--- config.mk ---
export PLATFORM = sky130hd
export DESIGN_NAME = osc_pll_config
export DESIGN_NICKNAME = d
export VERILOG_FILES = /design/src/core/pll_xlate_rom.v /design/src/core/osc_pll_config.v
export VERILOG_INCLUDE_DIRS = /design/src /design/src/core
export SDC_FILE = /design/constraint.sdc
export NUM_CORES = 1
export LEC_CHECK = 0
export BUFFER_PORTS_ARGS = -buffer_cell sky130_fd_sc_hd__buf_2
export CAP_MARGIN = 20
export CORE_ASPECT_RATIO = 0.6
export CORE_UTILIZATION = 29
export DETAILED_ROUTE_END_ITERATION = 10
export PLACE_DENSITY = 0.47
export SLEW_MARGIN = 20
export SYNTH_ARGS = -nofsm -noshare
export SYNTH_HDL_FRONTEND = slang
export SYNTH_SLANG_ARGS = --single-unit
--- constraint.sdc ---
create_clock -name i_core_clk -period 3.7 [get_ports i_core_clk]
set_clock_uncertainty 0.2 [all_clocks]
set_input_delay 0.185 -clock i_core_clk [delete_from_list [all_inputs] [get_ports i_core_clk]]
set_output_delay 0.185 -clock i_core_clk [all_outputs]
set_load 0.05 [all_outputs]
--- src/core/osc_pll_config_regs.vh ---
// Register offsets, field positions and reset values of the oscillator and PLL configuration block
`ifndef OSC_PLL_CONFIG_REGS_VH
`define OSC_PLL_CONFIG_REGS_VH

// Bus geometry
`define OPC_ADDR_W 8
`define OPC_DATA_W 32
`define OPC_BE_W 4
`define OPC_BYTE_W 8

// Register byte offsets
`define OPC_OFS_RUN_CLOCK_CONFIG 8'h60
`define OPC_OFS_PLL_SETTING_TRANSLATION 8'h64
`define OPC_OFS_EXTENDED_CLOCK_CONFIG 8'h70

// run_clock_config field positions
`define RCC_MAIN_OSC_DISABLE 0
`define RCC_INTERNAL_OSC_DISABLE 1
`define RCC_OSC_SOURCE_LSB 4
`define RCC_OSC_SOURCE_MSB 5
`define RCC_CRYSTAL_FREQ_CODE_LSB 6
`define RCC_CRYSTAL_FREQ_CODE_MSB 9
`define RCC_BYPASS 11
`define RCC_FIXED_ONE 12
`define RCC_PLL_POWER_DOWN 13
`define RCC_USE_SYS_DIV 22
`define RCC_SYS_DIV_LSB 23
`define RCC_SYS_DIV_MSB 26
`define RCC_AUTO_CLOCK_GATE 27

// run_clock_config reset values
`define RCC_RST_MAIN_OSC_DISABLE 1'b1
`define RCC_RST_INTERNAL_OSC_DISABLE 1'b0
`define RCC_RST_OSC_SOURCE 2'h1
`define RCC_RST_CRYSTAL_FREQ_CODE 4'hB
`define RCC_RST_BYPASS 1'b1
`define RCC_FIXED_ONE_VAL 1'b1
`define RCC_RST_PLL_POWER_DOWN 1'b1
`define RCC_RST_USE_SYS_DIV 1'b0
`define RCC_RST_SYS_DIV 4'hF
`define RCC_RST_AUTO_CLOCK_GATE 1'b0

// extended_clock_config field positions
`define ECC_OSC_SOURCE_LSB 4
`define ECC_OSC_SOURCE_MSB 6
`define ECC_BYPASS 11
`define ECC_PLL_POWER_DOWN 13
`define ECC_SYS_DIV_LSB 23
`define ECC_SYS_DIV_MSB 28
`define ECC_USE_EXTENDED_CONFIG 31

// extended_clock_config reset values
`define ECC_RST_OSC_SOURCE 3'h1
`define ECC_RST_BYPASS 1'b1
`define ECC_RST_PLL_POWER_DOWN 1'b1
`define ECC_RST_SYS_DIV 6'h0F
`define ECC_RST_USE_EXTENDED_CONFIG 1'b0

// pll_setting_translation field positions and widths
`define PST_DIV_LSB 0
`define PST_DIV_MSB 4
`define PST_MULT_LSB 5
`define PST_MULT_MSB 13
`define PST_MULT_W 9
`define PST_DIV_W 5

// Translation for the reset crystal code
`define PST_RST_MULT 9'h0C8
`define PST_RST_DIV 5'h02

`endif

--- src/core/pll_xlate_rom.v ---
// Crystal code to PLL multiplier and divider lookup with registered output
`timescale 1ns/1ps
`include "osc_pll_config_regs.vh"

module pll_xlate_rom
(
	// Clock and reset
	input wire i_core_clk,
	input wire i_resetn,
	// Lookup
	input wire [3:0] i_crystal_freq_code,
	output reg [`PST_MULT_W-1:0] o_mult,
	output reg [`PST_DIV_W-1:0] o_div
);

	reg [`PST_MULT_W-1:0] mult_d;
	reg [`PST_DIV_W-1:0] div_d;

	// Entries aim at a 400 MHz PLL output; codes 0x0 to 0x3 give zero
	always @*
	begin
		mult_d = 9'h000;
		div_d = 5'h00;
		case (i_crystal_freq_code)
			4'h4:
			begin
				mult_d = 9'h1BF;
				div_d = 5'h03;
			end
			4'h5:
			begin
				mult_d = 9'h0D9;
				div_d = 5'h01;
			end
			4'h6:
			begin
				mult_d = 9'h064;
				div_d = 5'h00;
			end
			4'h7:
			begin
				mult_d = 9'h125;
				div_d = 5'h02;
			end
			4'h8:
			begin
				mult_d = 9'h197;
				div_d = 5'h04;
			end
			4'h9:
			begin
				mult_d = 9'h050;
				div_d = 5'h00;
			end
			4'hA:
			begin
				mult_d = 9'h139;
				div_d = 5'h03;
			end
			4'hB:
			begin
				mult_d = `PST_RST_MULT;
				div_d = `PST_RST_DIV;
			end
			4'hC:
			begin
				mult_d = 9'h187;
				div_d = 5'h05;
			end
			4'hD:
			begin
				mult_d = 9'h0D9;
				div_d = 5'h03;
			end
			4'hE:
			begin
				mult_d = 9'h032;
				div_d = 5'h00;
			end
			4'hF:
			begin
				mult_d = 9'h125;
				div_d = 5'h05;
			end
			default:
			begin
				mult_d = 9'h000;
				div_d = 5'h00;
			end
		endcase
	end

	always @(posedge i_core_clk or negedge i_resetn)
	begin
		if (!i_resetn)
		begin
			o_mult <= `PST_RST_MULT;
			o_div <= `PST_RST_DIV;
		end
		else
		begin
			o_mult <= mult_d;
			o_div <= div_d;
		end
	end

endmodule // pll_xlate_rom

--- src/core/osc_pll_config.v ---
// Oscillator and PLL run-mode configuration registers with Avalon-MM slave
//
// The Avalon-MM register port was left to the implementer.
`timescale 1ns/1ps
`include "osc_pll_config_regs.vh"

// Contract
// - PLL power-down output follows bit 13, resets set
// - Bypass bit 11 selects oscillator over PLL
// - Crystal code in bits 9:6, resets 0xB
// - Bits 5:4 select oscillator source, reset internal
// - Bit 1 set stops internal oscillator
// - Bit 0 set disables main oscillator, reset set
// - Reserved bits read-only; bit 12 reads one
// - Translation loaded at reset, follows crystal code
// - PLL frequency is osc times mult over div+1
// - Multiplier bits 13:5, divider bits 4:0, rest zero
// - Extended use bit overrides divider, power, bypass, source
module osc_pll_config
(
	// Clock and reset
	input wire i_core_clk,
	input wire i_resetn,
	// Avalon-MM slave
	input wire [`OPC_ADDR_W-1:0] i_avs_address,
	input wire i_avs_read,
	input wire i_avs_write,
	input wire [`OPC_DATA_W-1:0] i_avs_writedata,
	input wire [`OPC_BE_W-1:0] i_avs_byteenable,
	output reg [`OPC_DATA_W-1:0] o_avs_readdata,
	output reg o_avs_waitrequest,
	// Oscillator controls
	output reg o_main_osc_disable,
	output reg o_internal_osc_disable,
	output reg [2:0] o_osc_source,
	// PLL controls
	output reg o_pll_power_down,
	output reg o_pll_bypass,
	output reg [`PST_MULT_W-1:0] o_pll_mult,
	output reg [`PST_DIV_W-1:0] o_pll_div,
	// System clock divider controls
	output reg [5:0] o_sys_div,
	output reg o_use_sys_div,
	output reg o_auto_clock_gate
);

	// run_clock_config fields
	reg main_osc_disable_q;
	reg internal_osc_disable_q;
	reg [1:0] osc_source_q;
	reg [3:0] crystal_freq_code_q;
	reg bypass_q;
	reg pll_power_down_q;
	reg use_sys_div_q;
	reg [3:0] sys_div_q;
	reg auto_clock_gate_q;

	// extended_clock_config fields
	reg use_extended_config_q;
	reg [5:0] ext_sys_div_q;
	reg ext_pll_power_down_q;
	reg ext_bypass_q;
	reg [2:0] ext_osc_source_q;

	// Bus handshake
	reg ack_q;
	wire ack_d;
	wire commit_write;
	wire sel_rcc;
	wire sel_pst;
	wire sel_ecc;

	// Translation lookup
	wire [`PST_MULT_W-1:0] xlate_mult;
	wire [`PST_DIV_W-1:0] xlate_div;

	// Readback images
	reg [`OPC_DATA_W-1:0] rcc_image;
	reg [`OPC_DATA_W-1:0] ecc_image;
	reg [`OPC_DATA_W-1:0] pst_image;
	reg [`OPC_DATA_W-1:0] read_mux;
	reg [`OPC_DATA_W-1:0] old_word;
	reg [`OPC_DATA_W-1:0] wdata_m;

	// Effective controls
	reg pll_power_down_d;
	reg bypass_d;
	reg [2:0] osc_source_d;
	reg [5:0] sys_div_d;

	assign sel_rcc = (i_avs_address == `OPC_OFS_RUN_CLOCK_CONFIG);
	assign sel_pst = (i_avs_address == `OPC_OFS_PLL_SETTING_TRANSLATION);
	assign sel_ecc = (i_avs_address == `OPC_OFS_EXTENDED_CLOCK_CONFIG);

	// Waitrequest drops for one cycle, one cycle after the request appears
	assign ack_d = (i_avs_read | i_avs_write) & ~ack_q;
	assign commit_write = i_avs_write & ack_q;

	// Translation lookup table
	pll_xlate_rom u_xlate
	(
		.i_core_clk(i_core_clk),
		.i_resetn(i_resetn),
		.i_crystal_freq_code(crystal_freq_code_q),
		.o_mult(xlate_mult),
		.o_div(xlate_div)
	);

	// Readback of run_clock_config; unlisted bits read zero
	always @*
	begin
		rcc_image = {`OPC_DATA_W{1'b0}};
		rcc_image[`RCC_MAIN_OSC_DISABLE] = main_osc_disable_q;
		rcc_image[`RCC_INTERNAL_OSC_DISABLE] = internal_osc_disable_q;
		rcc_image[`RCC_OSC_SOURCE_MSB:`RCC_OSC_SOURCE_LSB] = osc_source_q;
		rcc_image[`RCC_CRYSTAL_FREQ_CODE_MSB:`RCC_CRYSTAL_FREQ_CODE_LSB] = crystal_freq_code_q;
		rcc_image[`RCC_BYPASS] = bypass_q;
		rcc_image[`RCC_FIXED_ONE] = `RCC_FIXED_ONE_VAL;
		rcc_image[`RCC_PLL_POWER_DOWN] = pll_power_down_q;
		rcc_image[`RCC_USE_SYS_DIV] = use_sys_div_q;
		rcc_image[`RCC_SYS_DIV_MSB:`RCC_SYS_DIV_LSB] = sys_div_q;
		rcc_image[`RCC_AUTO_CLOCK_GATE] = auto_clock_gate_q;
	end

	// Readback of extended_clock_config
	always @*
	begin
		ecc_image = {`OPC_DATA_W{1'b0}};
		ecc_image[`ECC_OSC_SOURCE_MSB:`ECC_OSC_SOURCE_LSB] = ext_osc_source_q;
		ecc_image[`ECC_BYPASS] = ext_bypass_q;
		ecc_image[`ECC_PLL_POWER_DOWN] = ext_pll_power_down_q;
		ecc_image[`ECC_SYS_DIV_MSB:`ECC_SYS_DIV_LSB] = ext_sys_div_q;
		ecc_image[`ECC_USE_EXTENDED_CONFIG] = use_extended_config_q;
	end

	// Readback of pll_setting_translation
	always @*
	begin
		pst_image = {`OPC_DATA_W{1'b0}};
		pst_image[`PST_MULT_MSB:`PST_MULT_LSB] = xlate_mult;
		pst_image[`PST_DIV_MSB:`PST_DIV_LSB] = xlate_div;
	end

	// Read select; unmapped offsets read zero
	always @*
	begin
		read_mux = {`OPC_DATA_W{1'b0}};
		old_word = {`OPC_DATA_W{1'b0}};
		if (sel_rcc)
		begin
			read_mux = rcc_image;
			old_word = rcc_image;
		end
		else if (sel_ecc)
		begin
			read_mux = ecc_image;
			old_word = ecc_image;
		end
		else if (sel_pst)
		begin
			read_mux = pst_image;
		end
	end

	// Byte enables merge write data over the current word
	always @*
	begin
		wdata_m = old_word;
		if (i_avs_byteenable[0])
		begin
			wdata_m[0 +: `OPC_BYTE_W] = i_avs_writedata[0 +: `OPC_BYTE_W];
		end
		if (i_avs_byteenable[1])
		begin
			wdata_m[`OPC_BYTE_W +: `OPC_BYTE_W] = i_avs_writedata[`OPC_BYTE_W +: `OPC_BYTE_W];
		end
		if (i_avs_byteenable[2])
		begin
			wdata_m[2*`OPC_BYTE_W +: `OPC_BYTE_W] = i_avs_writedata[2*`OPC_BYTE_W +: `OPC_BYTE_W];
		end
		if (i_avs_byteenable[3])
		begin
			wdata_m[3*`OPC_BYTE_W +: `OPC_BYTE_W] = i_avs_writedata[3*`OPC_BYTE_W +: `OPC_BYTE_W];
		end
	end

	// Bus handshake
	always @(posedge i_core_clk or negedge i_resetn)
	begin
		if (!i_resetn)
		begin
			ack_q <= 1'b0;
			o_avs_waitrequest <= 1'b1;
		end
		else
		begin
			ack_q <= ack_d;
			o_avs_waitrequest <= ~ack_d;
		end
	end

	// Read data, loaded in the cycle that waitrequest drops
	always @(posedge i_core_clk or negedge i_resetn)
	begin
		if (!i_resetn)
		begin
			o_avs_readdata <= {`OPC_DATA_W{1'b0}};
		end
		else if (ack_d && i_avs_read)
		begin
			o_avs_readdata <= read_mux;
		end
	end

	// run_clock_config writable fields; reserved bits are never stored
	always @(posedge i_core_clk or negedge i_resetn)
	begin
		if (!i_resetn)
		begin
			main_osc_disable_q <= `RCC_RST_MAIN_OSC_DISABLE;
			internal_osc_disable_q <= `RCC_RST_INTERNAL_OSC_DISABLE;
			osc_source_q <= `RCC_RST_OSC_SOURCE;
			crystal_freq_code_q <= `RCC_RST_CRYSTAL_FREQ_CODE;
			bypass_q <= `RCC_RST_BYPASS;
			pll_power_down_q <= `RCC_RST_PLL_POWER_DOWN;
			use_sys_div_q <= `RCC_RST_USE_SYS_DIV;
			sys_div_q <= `RCC_RST_SYS_DIV;
			auto_clock_gate_q <= `RCC_RST_AUTO_CLOCK_GATE;
		end
		else if (commit_write && sel_rcc)
		begin
			main_osc_disable_q <= wdata_m[`RCC_MAIN_OSC_DISABLE];
			internal_osc_disable_q <= wdata_m[`RCC_INTERNAL_OSC_DISABLE];
			osc_source_q <= wdata_m[`RCC_OSC_SOURCE_MSB:`RCC_OSC_SOURCE_LSB];
			crystal_freq_code_q <= wdata_m[`RCC_CRYSTAL_FREQ_CODE_MSB:`RCC_CRYSTAL_FREQ_CODE_LSB];
			bypass_q <= wdata_m[`RCC_BYPASS];
			pll_power_down_q <= wdata_m[`RCC_PLL_POWER_DOWN];
			use_sys_div_q <= wdata_m[`RCC_USE_SYS_DIV];
			sys_div_q <= wdata_m[`RCC_SYS_DIV_MSB:`RCC_SYS_DIV_LSB];
			auto_clock_gate_q <= wdata_m[`RCC_AUTO_CLOCK_GATE];
		end
	end

	// extended_clock_config writable fields
	always @(posedge i_core_clk or negedge i_resetn)
	begin
		if (!i_resetn)
		begin
			use_extended_config_q <= `ECC_RST_USE_EXTENDED_CONFIG;
			ext_sys_div_q <= `ECC_RST_SYS_DIV;
			ext_pll_power_down_q <= `ECC_RST_PLL_POWER_DOWN;
			ext_bypass_q <= `ECC_RST_BYPASS;
			ext_osc_source_q <= `ECC_RST_OSC_SOURCE;
		end
		else if (commit_write && sel_ecc)
		begin
			use_extended_config_q <= wdata_m[`ECC_USE_EXTENDED_CONFIG];
			ext_sys_div_q <= wdata_m[`ECC_SYS_DIV_MSB:`ECC_SYS_DIV_LSB];
			ext_pll_power_down_q <= wdata_m[`ECC_PLL_POWER_DOWN];
			ext_bypass_q <= wdata_m[`ECC_BYPASS];
			ext_osc_source_q <= wdata_m[`ECC_OSC_SOURCE_MSB:`ECC_OSC_SOURCE_LSB];
		end
	end

	// Effective settings, with the extended register taking over when enabled
	always @*
	begin
		if (use_extended_config_q)
		begin
			pll_power_down_d = ext_pll_power_down_q;
			bypass_d = ext_bypass_q;
			osc_source_d = ext_osc_source_q;
			sys_div_d = ext_sys_div_q;
		end
		else
		begin
			pll_power_down_d = pll_power_down_q;
			bypass_d = bypass_q;
			osc_source_d = {1'b0, osc_source_q};
			sys_div_d = {2'b00, sys_div_q};
		end
	end

	// Registered oscillator controls
	always @(posedge i_core_clk or negedge i_resetn)
	begin
		if (!i_resetn)
		begin
			o_main_osc_disable <= `RCC_RST_MAIN_OSC_DISABLE;
			o_internal_osc_disable <= `RCC_RST_INTERNAL_OSC_DISABLE;
			o_osc_source <= {1'b0, `RCC_RST_OSC_SOURCE};
		end
		else
		begin
			o_main_osc_disable <= main_osc_disable_q;
			o_internal_osc_disable <= internal_osc_disable_q;
			o_osc_source <= osc_source_d;
		end
	end

	// Registered PLL controls
	always @(posedge i_core_clk or negedge i_resetn)
	begin
		if (!i_resetn)
		begin
			o_pll_power_down <= `RCC_RST_PLL_POWER_DOWN;
			o_pll_bypass <= `RCC_RST_BYPASS;
			o_pll_mult <= `PST_RST_MULT;
			o_pll_div <= `PST_RST_DIV;
		end
		else
		begin
			o_pll_power_down <= pll_power_down_d;
			o_pll_bypass <= bypass_d;
			o_pll_mult <= xlate_mult;
			o_pll_div <= xlate_div;
		end
	end

	// Registered system divider controls
	always @(posedge i_core_clk or negedge i_resetn)
	begin
		if (!i_resetn)
		begin
			o_sys_div <= {2'b00, `RCC_RST_SYS_DIV};
			o_use_sys_div <= `RCC_RST_USE_SYS_DIV;
			o_auto_clock_gate <= `RCC_RST_AUTO_CLOCK_GATE;
		end
		else
		begin
			o_sys_div <= sys_div_d;
			// Divider is forced in whenever the PLL is the source
			o_use_sys_div <= use_sys_div_q | ~bypass_d;
			o_auto_clock_gate <= auto_clock_gate_q;
		end
	end

endmodule // osc_pll_config

==> results of run 1 <==
[cells by family (layout without fill, tap and decap cells)]
group / after synthesis / count (layout) / synth area share
buf+inv: 29 / 128 / 0.0428
fa+ha+maj: 5 / 5 / 0.0167
simple gates: 67 / 67 / 0.115
flops: 90 / 90 / 0.614
compound gates: 40 / 40 / 0.0750
other cells: 1 / 13 / 0.00100
mux: 46 / 46 / 0.135
[per-stage QoR]
step	util	power (W)	setup WS (ps)	area [µm²]
final	0.392	0.00211	1640	4810
after global routing	0.392	0.00220	1500	4810
after CTS	0.392	0.00214	1620	4810
after detailed placement	0.350	0.00118	1580	4300
after global placement	0.350	0.00118	1570	4300
after floorplan	-	0.00113	1970	3780
[area by class of cell]
class	count	area share
repair buffers	107	0.136
well taps	165	0.0429
flip-flops and latches	90	0.477
clock inverters	4	0.0104
clock buffers	12	0.0533
multi-input cells	171	0.277
inverters	5	0.00390
[path summary, 6_finish.rpt]
| kind | cells after the start | slack (ps) | start | endpoint |
|---|---|---|---|---|
| worst max-delay path | 3 | 1640 | ack_q$_DFF_PN0_ | o_avs_readdata[7]$_DFFE_PN0P_ |
| worst min-delay path | 4 | 90 | i_avs_address[7] | o_avs_readdata[11]$_DFFE_PN0P_ |
| worst max register to register | 3 | 1640 | ack_q$_DFF_PN0_ | o_avs_readdata[7]$_DFFE_PN0P_ |
| worst min register to register | 0 | 170 | u_xlate.o_mult[6]$_DFF_PN1_ | o_pll_mult[6]$_DFF_PN1_ |
| max in group asynchronous | 3 | 2190 | i_resetn | o_pll_mult[3]$_DFF_PN1_ |
| min in group asynchronous | 2 | 310 | i_resetn | o_pll_div[0]$_DFF_PN0_ |
[flip-flops by register name (all words and copies together), names as in the netlist, 2 cells and up]
name and count:
o_osc_source 3, u_xlate.o_div 3, crystal_freq_code_q 4, o_avs_readdata 21
osc_source_q 2, o_pll_div 3, o_sys_div 6, ext_sys_div_q 6
sys_div_q 4, o_pll_mult 9, ext_osc_source_q 3, u_xlate.o_mult 9
[cell usage after synthesis (all sizes together) (6+ instances only)]
cell / number
dfrtp: 55
mux2: 36
dfstp: 35
o21ai: 17
buf: 16
nand2: 15
mux2i: 10
and2: 9
nand2b: 9
clkbuf: 8
nor2b: 8
a22o: 6
[report_power, final]
group,switching [W],internal (W)
clock network,0.000370,0.000559
logic,0.000115,0.0000513
registers,0.00000953,0.00100
[routing by layer]
| layer | vias to the layer above | routed length, µm | GRT usage |
|---|---|---|---|
| li1 | 1174 | - | - |
| met1 | 1171 | 4940 | 0.221 |
| met2 | 59 | 3430 | 0.182 |
| met3 | 8 | 514 | 0.0513 |
| met4 | 0 | 75 | 0.0284 |
| met5 | - | 0 | 0 |
[worst register-to-register path, delay by kind of cell, from the launching register on]
kind             cells  cell delay, ps
flip-flops           1             400
AND/OR/NAND/NOR      2            1160
AO/OA/AOI/OAI        1             240
==> out/results.ini, run 1 <==
[run_status]
status = finished clean

[clock_tree]
clk_latency_ps = 330
cts_setup_buffers = 0
cts_made_buffers = 9
cts-root-buf = clkbuf_16
cts.clk_slew.worst_paths_ps = 60
htreeDepth = 3
cts_sinks = 90
cts_tree = yes
clockBufferDepth = 2
cts_hold_buf = 21
cts_resized = 0

[place]
placed_cells = 517
gp_congestion = 0.753
io_buffers = 82
hpwl_um = 6280

[die]
die_area_um2 = 13400
die_w_um = 149
pin_count = 110
coreArea_um2 = 12300
dieHeight_um = 90.0
num_rows = 31
initial_utilization = 0.304

[logic_synthesis]
post_synth.cell_area_avg_um2 = 13.4
ys.flop_type = dfrtp_1
async_flop_share = 1.00
yosys_warnings = 0
synth_top_cell_by_area = dfrtp_1
ys_seq_area_frac = 0.614
synth_seq_cells = 90
synth.area.top_cells = dfrtp_1 (37%), dfstp_2 (25%), mux2_2 (11%)
syn_area_um2 = 3740
synth_edf_count = 0
synth_cell_types = 40
syn_inst = 278
netlist.area_leader.share = 0.368

[timing]
finalCritPeriodShare = 0.556
fin_setup_tns_ps = 0
finalCriticalPeriod_ps = 2060
hold_viol_final = 0
maxSlewHeadroom = 0.427
hold_slack_ps = 85.0
drv_slew = 0
timing.fmax_mhz = 486
rsz0062_at_grt = false
finalSetupViolations = 0
worstMarginPinSlew_ps = 860

[route]
antenna_left = 0
wl_per_cell_um = 16.2
drc = 0
wl_um = 8960
first_pass_iters = 4
drt_iter0_markers = 110
vias = 2412
vias_per_cell = 4.35

[worst_setup_path]
cp_slowest_stage_delay_ps = 680
crit_fanout = 13
path_cells = nand2b_1 -> nor4b_4 -> a221o_1
critPathLaunchType = flip-flop
crit_path_end_kind = flip-flop
crit_family = simple AND/OR/NAND/NOR gates
slowest_stage = nor4b_4
cp.required_ps = 3770
crit_buf_inv = 0
path_class = reg2reg
crit_arrival_ps = 2130

[final_layout]
num-fill-cells = 1190
multi_input_area_um2 = 1330
regArea_um2 = 2300
synthToLayoutAreaGrowth_pct = 28.8
n_antenna_cell = 0
mostFrequentLayoutCells = buf_2 (81), dfrtp_1 (55), mux2_2 (36)
final_common_cell = buf_2
nets = 437
drive_gt1_frac = 0.463
final_cells = 554

[global_route]
grt_pass1_wl_um = 14100
antenna_found_initial = 0
grt_pass1_vias = 2455
grt_util_all_layers = 0.142
gr-total-overflow = 0
grt_max_degree = 68

[power]
power_density_nw_per_um2 = 438
leakage_nw = 2.39
peakVddDrop_mv = 0.213

[run]
maxCapViolCount = 0

[worst_hold_path]
hold_class = in2reg

(Power assumes the default switching activity.)
==> inputs of run 2 (changes only) <==
==> constraint.sdc (replaced) <==
create_clock -name i_core_clk -period 1.95 [get_ports i_core_clk]
set_clock_uncertainty 0.2 [all_clocks]
set_input_delay 0.0975 -clock i_core_clk [delete_from_list [all_inputs] [get_ports i_core_clk]]
set_output_delay 0.0975 -clock i_core_clk [all_outputs]
set_load 0.05 [all_outputs]
==> out/results.ini, run 2 (same netlist as run 1, synthesis figures left out) <==
[timing]
hold_slack_ps = 1.94  ; -83.1 ps
drv_slew = 0  ; unchanged
fin_setup_tns_ps = 0  ; unchanged
maxSlewHeadroom = 0.614  ; +0.187
finalCritPeriodShare = 0.936
finalSetupViolations = 0  ; unchanged
rsz0062_at_grt = false
worstMarginPinSlew_ps = 580  ; -280 ps
finalWorstSetupSlack_ps = 125  ; -1520 ps
hold_viol_final = 0  ; unchanged
timing.fmax_mhz = 548
finalCriticalPeriod_ps = 1820

[worst_hold_path]
min-delay-start = i_avs_address[2]
hold_class = in2reg
min_to = o_avs_readdata[12]$_DFFE_PN0P_
hold_depth = 3  ; -1

[global_route]
grt_max_degree = 40  ; -41%
grt_util_all_layers = 0.139  ; -0.00257
antenna_found_initial = 0  ; unchanged
grt_pass1_vias = 2432  ; -0.94%
gr-total-overflow = 0  ; unchanged
grt_pass1_wl_um = 13700  ; -3.1%

[final_layout]
final_util = 0.398  ; +0.00651
synthToLayoutAreaGrowth_pct = 30.9
final_common_cell = buf_2
top_register = o_avs_readdata
nets = 448  ; +2.5%
n_antenna_cell = 0  ; unchanged
reg_top3 = o_avs_readdata (21), o_pll_mult (9), u_xlate.o_mult (9)
drive_gt1_frac = 0.473  ; +0.00978
mostFrequentLayoutCells = buf_2 (81), dfrtp_1 (55), mux2_2 (36)
largest_reg_flops = 21  ; unchanged

[die]
die_w_um = 149  ; unchanged
coreArea_um2 = 12300  ; unchanged
pin_count = 110  ; unchanged
num_rows = 31  ; unchanged
die_area_um2 = 13400  ; unchanged
dieHeight_um = 90.0  ; unchanged
initial_utilization = 0.304  ; unchanged

[worst_setup_path]
r2r-end = u_xlate.o_mult[2]$_DFF_PN0_
crit_fanout = 6  ; -7
crit_family = buffers and inverters
r2r_start = crystal_freq_code_q[0]$_DFFE_PN1P_
cp.required_ps = 1970  ; -1800 ps
reg2reg_depth = 5  ; +2
slowest_stage = dlygate4sd3_1
crit_buf_inv = 3  ; +3
crit_arrival_ps = 1850  ; -280 ps
r2r_setup_slack_ps = 180  ; -1460 ps
cp_slowest_stage_delay_ps = 530  ; -150 ps
critPathLaunchType = input port
crit_path_end_kind = flip-flop
path_class = in2reg
path_cells = dlygate4sd3_1 -> buf_2 -> and4b_1 -> and4_1 -> buf_4 -> mux2_2

[place]
hpwl_um = 6480  ; +3.1%
post-place-ws_ps = 136  ; -1440 ps
io_buffers = 82  ; unchanged
gp_congestion = 0.767  ; +1.9%

[clock_tree]
cts_sinks = 90  ; unchanged
htreeDepth = 3  ; unchanged
clockBufferDepth = 2  ; unchanged
cts_resized = 0  ; unchanged
cts-root-buf = clkbuf_16
cts_setup_buffers = 0  ; unchanged
cts_hold_buf = 22  ; +4.8%
cts_made_buffers = 9  ; unchanged
clk_latency_ps = 340  ; about the same
cts.clk_slew.worst_paths_ps = 60  ; about the same
cts_tree = yes

[route]
wl_um = 8760  ; -2.2%
vias_per_cell = 4.37  ; +0.29%
drt_iter0_markers = 117  ; +6.4%
wl_per_cell_um = 15.5  ; -4.1%
antenna_left = 0  ; unchanged
vias = 2467  ; +2.3%
first_pass_iters = 4  ; unchanged
drc = 0  ; unchanged

[power]
leakage_nw = 2.44  ; +2.3%
power_density_nw_per_um2 = 804  ; +84%
peakVddDrop_mv = 0.340  ; +60%

[run]
maxCapViolCount = 0  ; unchanged

[run_status]
status = finished clean

[run 2: cell types whose count changed in the layout (fill, tap and decap cells not counted), sizes merged]
cell         previous run  this run
buf                    86        96
clkinv                  1         3
clkbuf                 12        11
clkinvlp                2         1
dlygate4sd3            21        22
[run 2: per-stage QoR]
stage	instances	total power, W	cell area (µm²)
2_1_floorplan	290	0.00214	3780
3_3_place_gp	527	0.00225	4390
3_5_place_dp	527	0.00225	4390
4_1_cts	565	0.00401	4890
5_1_grt	565	0.00411	4890
6_report	565	0.00394	4890
[run 2: worst max-delay path by stage]
| stage | from | end | depth (start not counted) |
|---|---|---|---|
| detailed placement | i_avs_address[1] | o_avs_readdata[23]$_DFFE_PN0P_ | 4 |
| CTS | i_avs_address[7] | ext_sys_div_q[4]$_DFFE_PN0P_ | 6 |
| floorplan | ack_q$_DFF_PN0_ | o_avs_readdata[23]$_DFFE_PN0P_ | 4 |
| global route | i_avs_address[7] | auto_clock_gate_q$_DFFE_PN0P_ | 5 |
| global placement | i_avs_address[1] | o_avs_readdata[27]$_DFFE_PN0P_ | 4 |
| finish | i_avs_address[7] | ext_sys_div_q[4]$_DFFE_PN0P_ | 6 |
[run 2: worst register-to-register path, cell delays in order, from the launching register on]
cell and delay [ps]:
dfstp_2 520, inv_1 80, ha_1 320, nand2b_1 170, a21oi_1 100, or2_2 270
[run 2: routing by layer]
layer	track usage	wire length [µm]	up-vias
met4	0.0412	98	0
li1	-	-	1192
met2	0.180	3470	67
met3	0.0437	484	9
met1	0.215	4710	1199
met5	0	0	-
[run 2: where the power goes]
group          internal, W  switching, W
registers          0.00191     0.0000163
clock network     0.000991      0.000699
logic             0.000106      0.000218
[run 2: cell type report]
type	count	area [µm²]
clock buffers	11	233
clock inverters	5	56.3
fillers	1176	7400
inverters	5	18.8
multi-input cells	171	1330
flip-flops and latches	90	2300
well taps	165	206
repair buffers	118	751
